[config.mk]
export PLATFORM = sky130hd
export DESIGN_NAME = dual_address_dma_channel
export DESIGN_NICKNAME = d
export VERILOG_FILES = /design/src/common/dma_pkg.sv /design/src/dual_address_dma_channel.sv
export SDC_FILE = /design/constraint.sdc
export NUM_CORES = 2
export LEC_CHECK = 0
export ABC_AREA = 1
export BUFFER_PORTS_ARGS = -buffer_cell sky130_fd_sc_hd__buf_2
export CAP_MARGIN = 30
export CORE_ASPECT_RATIO = 0.5
export CORE_UTILIZATION = 40
export CTS_CLUSTER_SIZE = 12
export DETAILED_ROUTE_END_ITERATION = 6
export GPL_ROUTABILITY_DRIVEN = 0
export SKIP_LAST_GASP = 1
export SLEW_MARGIN = 15
export SYNTH_ARGS = -nofsm -noshare
export SYNTH_HDL_FRONTEND = slang
export SYNTH_SLANG_ARGS = --single-unit
[constraint.sdc]
create_clock -name clk -period 6.03 [get_ports clk]
set_clock_uncertainty 0.05 [all_clocks]
set_input_delay 0 -clock clk [delete_from_list [all_inputs] [get_ports clk]]
set_output_delay 0 -clock clk [all_outputs]
set_load 0.02 [all_outputs]
[src/common/dma_pkg.sv]
// Constants, types and helper functions of the four-channel DMA controller
`default_nettype none
package dma_pkg;
  // ****************************************
  // Structure
  // ****************************************
  localparam int NUM_CH = 4;

  typedef enum logic [3:0] {
    S_IDLE = 4'h1,
    S_REQ  = 4'h2,
    S_RD   = 4'h4,
    S_WR   = 4'h8
  } eng_state_t;

  typedef struct packed {
    logic [1:0] unitWidth;
    logic [1:0] dstStepDir;
    logic [1:0] srcStepDir;
    logic       dstIo;
    logic       srcIo;
    logic       releaseHonor;
    logic       snoopSelect;
    logic       externalTriggerSel;
    logic       start;
  } chan_ctrl_t;

  typedef struct packed {
    logic [31:0] addr;
    logic [31:0] wdata;
    logic [1:0]  size;
    logic        read;
    logic        write;
  } mem_req_t;

  // ****************************************
  // Register map
  // ****************************************
  localparam logic [4:0] OFF_CTRL   = 5'h00;
  localparam logic [4:0] OFF_STATUS = 5'h04;
  localparam logic [4:0] OFF_SRC    = 5'h08;
  localparam logic [4:0] OFF_DST    = 5'h0C;
  localparam logic [4:0] OFF_COUNT  = 5'h10;
  localparam logic [4:0] OFF_STEP   = 5'h14;
  localparam logic [7:0] ADDR_HOLD  = 8'h80;
  localparam int STAT_ACTIVE_POS = 31;
  localparam int STAT_DONE_POS   = 23;
  localparam int STAT_CONF_POS   = 18;
  localparam int SRC_SEL_POS     = 0;
  localparam int DST_SEL_POS     = 3;
  localparam logic [2:0]  SEL_MAX   = 3'h4;
  localparam logic [1:0]  W_BYTE    = 2'h3;
  localparam logic [1:0]  W_HALF    = 2'h2;
  localparam logic [31:0] PTR_RST   = 32'h0;
  localparam logic [23:0] COUNT_RST = 24'h0;
  localparam logic [5:0]  STEP_RST  = 6'h0;
  localparam logic [11:0] CTRL_RST  = 12'h000;

  // ****************************************
  // Arithmetic
  // ****************************************
  function automatic logic [2:0] unitBytes(input logic [1:0] w);
    unitBytes = (w == W_BYTE) ? 3'h1 : (w == W_HALF) ? 3'h2 : 3'h4;
  endfunction : unitBytes

  function automatic logic [31:0] stepPtr(input logic [31:0] p,
                                          input logic [1:0]  dir,
                                          input logic [2:0]  sel,
                                          input logic [1:0]  w);
    logic [31:0] amt;
    amt = (sel == 3'h0) ? {29'h0, unitBytes(w)}
                        : (32'h1 << {sel, 2'b00});
    if (dir[1]) stepPtr = p;
    else if (dir[0]) stepPtr = p - amt;
    else stepPtr = p + amt;
  endfunction : stepPtr
endpackage : dma_pkg
`default_nettype wire

[src/dual_address_dma_channel.sv]
// Four-channel dual-address DMA engine with Avalon-MM register slave
`default_nettype none
module dual_address_dma_channel (
  input  wire logic                      clk,
  input  wire logic                      rstn,
  input  wire logic [7:0]                avAddress,
  input  wire logic                      avRead,
  input  wire logic                      avWrite,
  input  wire logic [31:0]               avWritedata,
  output var  logic [31:0]               avReaddata,
  output      logic                      avWaitrequest,
  output      dma_pkg::mem_req_t         memReq,
  input  wire logic [31:0]               memRdata,
  input  wire logic                      memReady,
  input  wire logic                      busGrant,
  input  wire logic                      busReleaseReq,
  output      logic                      plainBusRequest,
  output      logic                      snoopBusRequest,
  input  wire logic [dma_pkg::NUM_CH-1:0] dmaRequestIn_n,
  output var  logic [dma_pkg::NUM_CH-1:0] dmaAckOut_n
);
  // ****************************************
  // Storage
  // ****************************************
  dma_pkg::eng_state_t  state;
  dma_pkg::eng_state_t  next_state;
  logic [1:0]           curCh;
  logic [1:0]           next_curCh;
  dma_pkg::chan_ctrl_t  ctrl    [dma_pkg::NUM_CH];
  logic [31:0]          srcPtr  [dma_pkg::NUM_CH];
  logic [31:0]          dstPtr  [dma_pkg::NUM_CH];
  logic [23:0]          count   [dma_pkg::NUM_CH];
  logic [5:0]           stepSel [dma_pkg::NUM_CH];
  logic [dma_pkg::NUM_CH-1:0] active;
  logic [dma_pkg::NUM_CH-1:0] done;
  logic [dma_pkg::NUM_CH-1:0] confErr;
  logic [dma_pkg::NUM_CH-1:0] armed;
  logic [31:0]          holdBuffer;
  logic                 avAck;

  // ****************************************
  // Bus slave decode
  // ****************************************
  logic                       inChan;
  logic [1:0]                 selCh;
  logic [4:0]                 regOff;
  logic                       swWrite;
  logic [dma_pkg::NUM_CH-1:0] hitCh;
  logic [dma_pkg::NUM_CH-1:0] badStart;
  logic [31:0]                ctrlWord;
  logic [31:0]                statWord;
  logic [31:0]                chanWord;
  logic [31:0]                rdValue;

  assign inChan        = !avAddress[7];
  assign selCh         = avAddress[6:5];
  assign regOff        = avAddress[4:0];
  assign avWaitrequest = (avRead || avWrite) && !avAck;
  assign swWrite       = avWrite && avAck;

  function automatic logic [1:0] firstSet(input logic [3:0] v);
    firstSet = v[0] ? 2'h0 : v[1] ? 2'h1 : v[2] ? 2'h2 : 2'h3;
  endfunction : firstSet

  function automatic logic cfgBad(input dma_pkg::chan_ctrl_t c,
                                  input logic [5:0]  s,
                                  input logic [23:0] n,
                                  input logic        d);
    cfgBad = (c.srcIo && c.dstIo)
          || (s[2:0] > dma_pkg::SEL_MAX)
          || (s[5:3] > dma_pkg::SEL_MAX)
          || (!c.externalTriggerSel && (c.srcIo || c.dstIo))
          || (n == 24'h0) || d;
  endfunction : cfgBad

  for (genvar g = 0; g < dma_pkg::NUM_CH; g++) begin : g_dec
    assign hitCh[g]    = swWrite && inChan && (selCh == 2'(g));
    assign badStart[g] = cfgBad(dma_pkg::chan_ctrl_t'(avWritedata[11:0]),
                                stepSel[g], count[g], done[g]);
  end

  assign ctrlWord = {20'h0, ctrl[selCh][11:1], active[selCh]};
  assign statWord = (32'(active[selCh])  << dma_pkg::STAT_ACTIVE_POS)
                  | (32'(done[selCh])    << dma_pkg::STAT_DONE_POS)
                  | (32'(confErr[selCh]) << dma_pkg::STAT_CONF_POS);
  assign chanWord = (regOff == dma_pkg::OFF_CTRL)   ? ctrlWord
                  : (regOff == dma_pkg::OFF_STATUS) ? statWord
                  : (regOff == dma_pkg::OFF_SRC)    ? srcPtr[selCh]
                  : (regOff == dma_pkg::OFF_DST)    ? dstPtr[selCh]
                  : (regOff == dma_pkg::OFF_COUNT)  ? {8'h0, count[selCh]}
                  : (regOff == dma_pkg::OFF_STEP)   ? {26'h0, stepSel[selCh]}
                  : 32'h0;
  assign rdValue  = inChan ? chanWord
                  : (avAddress == dma_pkg::ADDR_HOLD) ? holdBuffer : 32'h0;

  // ****************************************
  // Engine decode
  // ****************************************
  logic [dma_pkg::NUM_CH-1:0] pending;
  logic [dma_pkg::NUM_CH-1:0] keepMask;
  logic [dma_pkg::NUM_CH-1:0] pendAfter;
  dma_pkg::chan_ctrl_t        curCtrl;
  logic [2:0]                 curUnit;
  logic [23:0]                curCount;
  logic                       lastXfer;
  logic                       curIo;
  logic                       rdDone;
  logic                       wrDone;
  logic                       releaseNow;
  logic                       busBusy;
  logic [31:0]                nextSrc;
  logic [31:0]                nextDst;

  // Armed blocks a stale low level right after an acknowledge
  for (genvar g = 0; g < dma_pkg::NUM_CH; g++) begin : g_pend
    assign pending[g] = active[g] && (!ctrl[g].externalTriggerSel
                     || (!dmaRequestIn_n[g] && armed[g]));
  end

  assign curCtrl    = ctrl[curCh];
  assign curUnit    = dma_pkg::unitBytes(curCtrl.unitWidth);
  assign curCount   = count[curCh];
  assign lastXfer   = curCount <= {21'h0, curUnit};
  assign curIo      = curCtrl.srcIo || curCtrl.dstIo;
  assign rdDone     = (state == dma_pkg::S_RD) && memReady;
  assign wrDone     = (state == dma_pkg::S_WR) && memReady;
  assign keepMask   = (lastXfer || curIo) ? ~(4'h1 << curCh) : 4'hF;
  assign pendAfter  = pending & keepMask;
  assign releaseNow = busReleaseReq && curCtrl.releaseHonor
                   && !curCtrl.snoopSelect;
  assign busBusy    = state != dma_pkg::S_IDLE;
  assign nextSrc    = dma_pkg::stepPtr(srcPtr[curCh], curCtrl.srcStepDir,
                        stepSel[curCh][dma_pkg::SRC_SEL_POS +: 3],
                        curCtrl.unitWidth);
  assign nextDst    = dma_pkg::stepPtr(dstPtr[curCh], curCtrl.dstStepDir,
                        stepSel[curCh][dma_pkg::DST_SEL_POS +: 3],
                        curCtrl.unitWidth);

  assign plainBusRequest = busBusy && !curCtrl.snoopSelect;
  assign snoopBusRequest = busBusy && curCtrl.snoopSelect;
  // Address is a mux of registered pointers; write data is the buffer
  assign memReq = {(state == dma_pkg::S_RD) ? srcPtr[curCh] : dstPtr[curCh],
                   holdBuffer, curCtrl.unitWidth,
                   state == dma_pkg::S_RD, state == dma_pkg::S_WR};

  always_comb begin
    next_state = state;
    next_curCh = curCh;
    case (state)
      dma_pkg::S_IDLE: begin
        if (|pending) begin
          next_state = dma_pkg::S_REQ;
          next_curCh = firstSet(pending);
        end
      end
      dma_pkg::S_REQ: begin
        if (busGrant) next_state = dma_pkg::S_RD;
      end
      dma_pkg::S_RD: begin
        if (memReady) next_state = dma_pkg::S_WR;
      end
      dma_pkg::S_WR: begin
        if (memReady) begin
          if (releaseNow || (pendAfter == 4'h0)) begin
            next_state = dma_pkg::S_IDLE;
          end else begin
            next_state = dma_pkg::S_RD;
            next_curCh = firstSet(pendAfter);
          end
        end
      end
      default: next_state = dma_pkg::S_IDLE;
    endcase
  end

  // ****************************************
  // Engine and slave registers
  // ****************************************
  always_ff @(posedge clk or negedge rstn) begin
    if (!rstn) begin
      state      <= dma_pkg::S_IDLE;
      curCh      <= 2'h0;
      holdBuffer <= 32'h0;
      avAck      <= 1'b0;
      avReaddata <= 32'h0;
    end else begin
      state <= next_state;
      curCh <= next_curCh;
      avAck <= (avRead || avWrite) && !avAck;
      if (rdDone) holdBuffer <= memRdata;
      if (avRead && !avAck) avReaddata <= rdValue;
    end
  end

  // ****************************************
  // Per-channel state
  // ****************************************
  // Pointers and count ignore software while the channel is running
  always_ff @(posedge clk or negedge rstn) begin
    if (!rstn) begin
      for (int i = 0; i < dma_pkg::NUM_CH; i++) begin
        ctrl[i]        <= dma_pkg::CTRL_RST;
        srcPtr[i]      <= dma_pkg::PTR_RST;
        dstPtr[i]      <= dma_pkg::PTR_RST;
        count[i]       <= dma_pkg::COUNT_RST;
        stepSel[i]     <= dma_pkg::STEP_RST;
        active[i]      <= 1'b0;
        done[i]        <= 1'b0;
        confErr[i]     <= 1'b0;
        armed[i]       <= 1'b1;
        dmaAckOut_n[i] <= 1'b1;
      end
    end else begin
      for (int i = 0; i < dma_pkg::NUM_CH; i++) begin
        if (hitCh[i] && regOff == dma_pkg::OFF_CTRL) begin
          ctrl[i] <= avWritedata[11:0];
          if (!avWritedata[0]) active[i] <= 1'b0;
          else if (!active[i] && badStart[i]) confErr[i] <= 1'b1;
          else if (!active[i]) active[i] <= 1'b1;
        end
        if (hitCh[i] && regOff == dma_pkg::OFF_STATUS) begin
          if (!avWritedata[dma_pkg::STAT_DONE_POS]) done[i] <= 1'b0;
          if (!avWritedata[dma_pkg::STAT_CONF_POS]) confErr[i] <= 1'b0;
        end
        if (!active[i]) begin
          if (hitCh[i] && regOff == dma_pkg::OFF_SRC) srcPtr[i] <= avWritedata;
          if (hitCh[i] && regOff == dma_pkg::OFF_DST) dstPtr[i] <= avWritedata;
          if (hitCh[i] && regOff == dma_pkg::OFF_COUNT)
            count[i] <= avWritedata[23:0];
          if (hitCh[i] && regOff == dma_pkg::OFF_STEP)
            stepSel[i] <= avWritedata[5:0];
        end
        if (dmaRequestIn_n[i]) armed[i] <= 1'b1;
        dmaAckOut_n[i] <= 1'b1;
        if (wrDone && curCh == 2'(i)) begin
          srcPtr[i] <= nextSrc;
          dstPtr[i] <= nextDst;
          count[i]  <= lastXfer ? 24'h0 : curCount - {21'h0, curUnit};
          if (curIo) armed[i] <= 1'b0;
          dmaAckOut_n[i] <= !(curIo || lastXfer);
          if (lastXfer) begin
            active[i] <= 1'b0;
            done[i]   <= 1'b1;
          end
        end
      end
    end
  end

  // ****************************************
  // Assertions
  // ****************************************
  property p_ack_io;
    @(posedge clk) disable iff (!rstn)
    (wrDone && curIo) |=> !dmaAckOut_n[$past(curCh)];
  endproperty
  a_ack_io: assert property (p_ack_io) else $error("io ack missing");

  property p_no_early_ack;
    @(posedge clk) disable iff (!rstn)
    (wrDone && !curIo && !lastXfer) |=> (dmaAckOut_n == 4'hF);
  endproperty
  a_no_early_ack: assert property (p_no_early_ack)
    else $error("mem ack before zero");

  property p_grant_first;
    @(posedge clk) disable iff (!rstn)
    (state == dma_pkg::S_REQ && !busGrant) |=> !memReq.read && !memReq.write;
  endproperty
  a_grant_first: assert property (p_grant_first)
    else $error("bus used without grant");

  property p_one_request;
    @(posedge clk) disable iff (!rstn)
    !(plainBusRequest && snoopBusRequest)
      && (busBusy == (plainBusRequest || snoopBusRequest));
  endproperty
  a_one_request: assert property (p_one_request)
    else $error("bus request lines wrong");

  property p_read_then_write;
    @(posedge clk) disable iff (!rstn)
    rdDone |=> memReq.write && !memReq.read
      && memReq.wdata == $past(memRdata);
  endproperty
  a_read_then_write: assert property (p_read_then_write)
    else $error("write does not follow read");

  property p_count_step;
    @(posedge clk) disable iff (!rstn)
    (wrDone && !lastXfer) |=>
      count[$past(curCh)] == $past(curCount) - {21'h0, $past(curUnit)};
  endproperty
  a_count_step: assert property (p_count_step)
    else $error("count step wrong");

  property p_release;
    @(posedge clk) disable iff (!rstn)
    (wrDone && releaseNow) |=> state == dma_pkg::S_IDLE;
  endproperty
  a_release: assert property (p_release)
    else $error("release not honoured");

  property p_idle_free;
    @(posedge clk) disable iff (!rstn)
    (wrDone && (pendAfter == 4'h0))
      |=> !plainBusRequest && !snoopBusRequest;
  endproperty
  a_idle_free: assert property (p_idle_free)
    else $error("bus held with nothing pending");

  property p_no_io_pair;
    @(posedge clk) disable iff (!rstn)
    $rose(active[3]) |-> !(ctrl[3].srcIo && ctrl[3].dstIo);
  endproperty
  a_no_io_pair: assert property (p_no_io_pair)
    else $error("io to io started");

  property p_internal_go;
    @(posedge clk) disable iff (!rstn)
    (state == dma_pkg::S_IDLE && active[0] && !ctrl[0].externalTriggerSel)
      |=> state == dma_pkg::S_REQ;
  endproperty
  a_internal_go: assert property (p_internal_go)
    else $error("internal start stalled");

  // A level still low after acknowledge must not start a second unit
  property p_rearm;
    @(posedge clk) disable iff (!rstn)
    (wrDone && curIo) |=> !pending[$past(curCh)];
  endproperty
  a_rearm: assert property (p_rearm)
    else $error("stale request restarted");

  property p_fixed_dst;
    @(posedge clk) disable iff (!rstn)
    (wrDone && curCtrl.dstStepDir[1])
      |=> dstPtr[$past(curCh)] == $past(dstPtr[curCh]);
  endproperty
  a_fixed_dst: assert property (p_fixed_dst)
    else $error("fixed pointer moved");

  c_mem_done: cover property (@(posedge clk) disable iff (!rstn)
    wrDone && lastXfer && !curIo);
  c_io_ack: cover property (@(posedge clk) disable iff (!rstn)
    wrDone && curIo && !lastXfer);
  c_release: cover property (@(posedge clk) disable iff (!rstn)
    wrDone && releaseNow && (pendAfter != 4'h0));
  c_snoop_keep: cover property (@(posedge clk) disable iff (!rstn)
    wrDone && busReleaseReq && curCtrl.snoopSelect && !lastXfer);
endmodule : dual_address_dma_channel
`default_nettype wire

==> impl_summary.md <==
Run status
The flow ran to the end, but the final reports show violations. The checks that failed: design-rule violations.

Timing
Hold timing on the final database bottoms out at a slack of just under 50 ps. The final period demand of the worst path is between 5000 and 6000 ps. The share of the clock period used by the worst path is 96.00%.

The number of hold violations in the final report is 0. The highest clock rate is 0.1727 GHz. For the pin with the worst max-slew slack, the measured transition is around 1100 ps.

The count of endpoints failing setup in the final report is 0. Setup total negative slack on the finished layout was measured at 0 ps. Setup repair after global routing left no endpoint under its margin.

The remaining max-slew budget at the tightest pin is 23.24%. The number of slew-limit violations in the final report came to 0.

Logic synthesis
The number of standard cells after synthesis is roughly 4600. Synthesis produced a netlist with a net count of 4742. Yosys printed 0 warnings.

Yosys mapped a number of flops with a built-in enable equal to 0. Yosys attributes the largest share of cell area to dfrtp_1 (37%), nand2_1 (14%), inv_1 (4.7%), o211ai_1 (4.5%), o21ai_0 (4.3%). In the synthesized netlist the async set-or-reset flop fraction comes to 100.0%. Sequential cells were found to cover 38.13% of the synthesized design area.

The average footprint of a synthesized cell is 7.317 µm². The cell area that synthesis handed to floorplanning was between 0.03 and 0.04 mm². Of the post-synthesis cell area, the dominant cell type holds about 37%. The synthesized design spends more area on one cell type than any other, namely dfrtp_1. The synthesis-stage register bit count is 511. In this run, distinct cell masters in the synthesized netlist total 61. The most frequently used flop master after synthesis is dfrtp_1.

Place
The number of placed cells counting well taps is around 5800. The instance area after placement is 0.03610 mm². The HPWL after detailed placement is 118900 µm. Buffers placed on the I/O ports in this run total ~190.

Power and ir drop
The power density over the cells is 488.5 mW/mm². The leakage power figure is 18.19 nW. The worst-case vdd ir drop is 268.8 µV.

CTS
Post-CTS timing repair inserted 0 buffers for setup. In this run the clock root is driven by a clkbuf_16. Clock tree synthesis found a total of 511 sinks. The maximum level of the CTS H-tree is 2.

The latest clock arrival within the worst-skew pair is 670 ps. Clock-pin slew was measured on the worst setup and hold paths at 70 ps. The number of buffers between clock root and the deepest sink is 3. TritonCTS built the clock tree.

Counting the buffers created by CTS gives 53.

Finish
The share of the core filled with cells in the final layout is 47.05%. The layout net count is 4948. In the final layout, the share of cells above drive strength 1 is between 10 and 15%.

The post-route cell area is around 0.039 mm². Fill cells in the final layout number 8098. Once layout is complete, the cells apart from fillers number 5948. The signed area change from the synthesized netlist to the final layout is 15.40%.

Global route
Summed over all layers, the global routing overflow is 0. Across every metal layer, demand over resource in global routing totals 39.80%. The initial antenna violation count is 11. The wire length of the first global-routing pass is 246900 µm.

The via count of the first global-routing pass is approximately 35000. Entering global routing, the biggest net connects 161 pins.

Worst setup path
The largest fanout on the critical path is 12. The launching element type of the critical path is a flip-flop. The worst setup path is captured at a flip-flop.

Counting cells, the worst reg-to-reg path comes to 24. The critical path start-end classification is flip-flop to flip-flop. The instance count on the critical path is 24. The data arrival time of the critical path is 6290 ps. At the worst endpoint, the required time is 6530 ps. Traced cell by cell, the critical path runs through nand2_2, buf_4, o221ai_1, nand2_1, nor2_1, inv_1, ha_1, ha_1, ha_1, a31oi_1, xor2_1, ha_1, a21oi_1, o21a_1, nor2_1, a2111oi_0, buf_4, nand2_1, nand2_1, nand2_1, nand2_1, nand2_1, nand2_1, nand2_1. On the worst path, the slowest cell contributes a delay of about 710 ps. The most prevalent standard cell on the critical path is nand2_1. The number of buffer and inverter instances along the worst setup path is 3. The cell family contributing the most delay on the critical path is compound AO/OA/AOI/OAI gates. For this design, the slowest cell found on the critical path is o221ai_1.

Routing
For this run, design rule violations remaining after detail routing come to 47. In the final routed layout, each cell accounts on average for 29.26 µm. After the first detailed-routing iteration, the DRC count stood at 6563. The final layout contains routed wiring with a total length of 174000 µm. In this run the remaining antenna-violating nets after routing total 0. The routed layout has 38681 vias. Dividing the detail-routed via count by the number of cells gives 6.503. The pre-antenna-repair detailed-routing pass consisted of 7 iterations.

Die
The number of rows in the core area is 74. The overall die area is between 0.08 and 0.09 mm². The placeable core area is 0.08231 mm². In this run the vertical extent of the chip is between 200 and 250 µm.

The initial cell density of the core is 40.77%. In this run the count of I/O pins placed on the die edge is 190. The horizontal die dimension is 411.6 µm.

Hold path
The path category of the worst min-delay check is input port to flip-flop. The worst hold path was traced through 3 stages.

Flow run
The tool flagged a number of max-cap violations equal to 0.
## worst min-delay path: stages
cell,delay [ps]
dlygate4sd3_1,520
buf_2,90
mux2_2,120
## per-layer routing
metal | part of all wire [%] | vias up | global-route usage [%]
met1 | 38 | 18244 | 50.96
met4 | 5.6 | 18 | 19.00
met2 | 38 | 3419 | 52.83
met5 | 0.38 | - | 4.283
met3 | 18 | 762 | 22.46
li1 | - | 16238 | -
## sequential cells by signal, indices dropped and copies added (netlist names)
name         flops
count           96
ctrl            44
curCh            2
avAck            1
done             4
dmaAckOut_n      4
holdBuffer      32
srcPtr         128
state            4
dstPtr         128
active           4
stepSel         24
avReaddata      32
armed            4
confErr          4
## final cells by class
class	count	area (µm²)	area share (%)
inverter	443	1664	4.297
sequential	511	12800	33.05
clock buffer	80	1509	3.896
clock inverter	12	143.9	0.3715
tap	1102	1379	3.560
antenna	16	40.04	0.1034
multi-input combinational	3364	18080	46.68
timing repair buffer	420	3117	8.047
## metrics by stage
stage | worst slack [ps] | power [mW]
after floorplan | 1323 | 10.93
after global placement | 751.6 | 14.80
after detailed placement | 642.4 | 14.87
after CTS | 593.7 | 18.29
after global routing | 5.205 | 19.64
final | 241.0 | 18.92
## power breakdown
| part | switching (mW) | total, mW | internal, mW |
|---|---|---|---|
| Clock | 1.59 | 3.39 | 1.81 |
| Sequential | 0.420 | 4.32 | 3.90 |
| Combinational | 7.99 | 11.2 | 3.21 |
## layout by cell type (no fill, tap or decap), types with 159 or more instances in the layout
cell type and count:
nand2_1 1281, dfrtp_1 502, inv_1 412, nor2_1 291, o21ai_0 285, o211ai_1 200
a21oi_1 196, o22ai_1 191, buf_2 191, nand3_1 159
## repair_timing
| item | in CTS | in global routing |
|---|---|---|
| gates resized for setup | 0 | 0 |
| endpoints found under the hold margin | 549 | 0 |
| setup endpoints to repair | 0 | 0 |
| hold buffers | 82 | 0 |
## cells in the mapped netlist (22+ instances only)
cell      count
o22ai_1     191
o21a_1       32
nand3_1     159
clkbuf_1    158
dfrtp_1     502
o221ai_1     67
o21bai_1     31
nor3_1       37
nand2_1    1286
o21ai_0     286
a22oi_1     148
a21o_1       27
inv_1       418
nor4_1       26
a221oi_1     25
xor2_1       33
mux2_2       34
a21oi_1     196
buf_1        47
ha_1         69
o21ai_1      34
buf_2        51
o211ai_1    200
nor2_1      305
xnor2_1      22
## cell families (layout without fill, tap and decap cells)
| kind of cell | Yosys count | count (layout) | share of synthesized area [%] |
|---|---|---|---|
| xor gates and xnor gates | 55 | 55 | 1.435 |
| DFF | 511 | 511 | 38.13 |
| buffers and inverters | 712 | 955 | 8.388 |
| AOI/OAI and AO/OA | 1320 | 1320 | 25.44 |
| adders and majority gates | 72 | 72 | 2.751 |
| muxes | 34 | 34 | 1.141 |
| other | 0 | 16 | 0 |
| and+or+nand+nor | 1883 | 1883 | 22.71 |
## worst paths after layout
path                                start        endpoint  slack, ps
max                              curCh[0]      dstPtr[95]        240
min in group asynchronous            rstn      srcPtr[40]        290
max reg2reg                      curCh[0]      dstPtr[95]        240
max in group asynchronous            rstn   holdBuffer[8]       4420
min reg2reg                avReaddata[10]  avReaddata[10]        440
min                          memRdata[20]  holdBuffer[20]         50
Power figures use the tool's default switching activity.
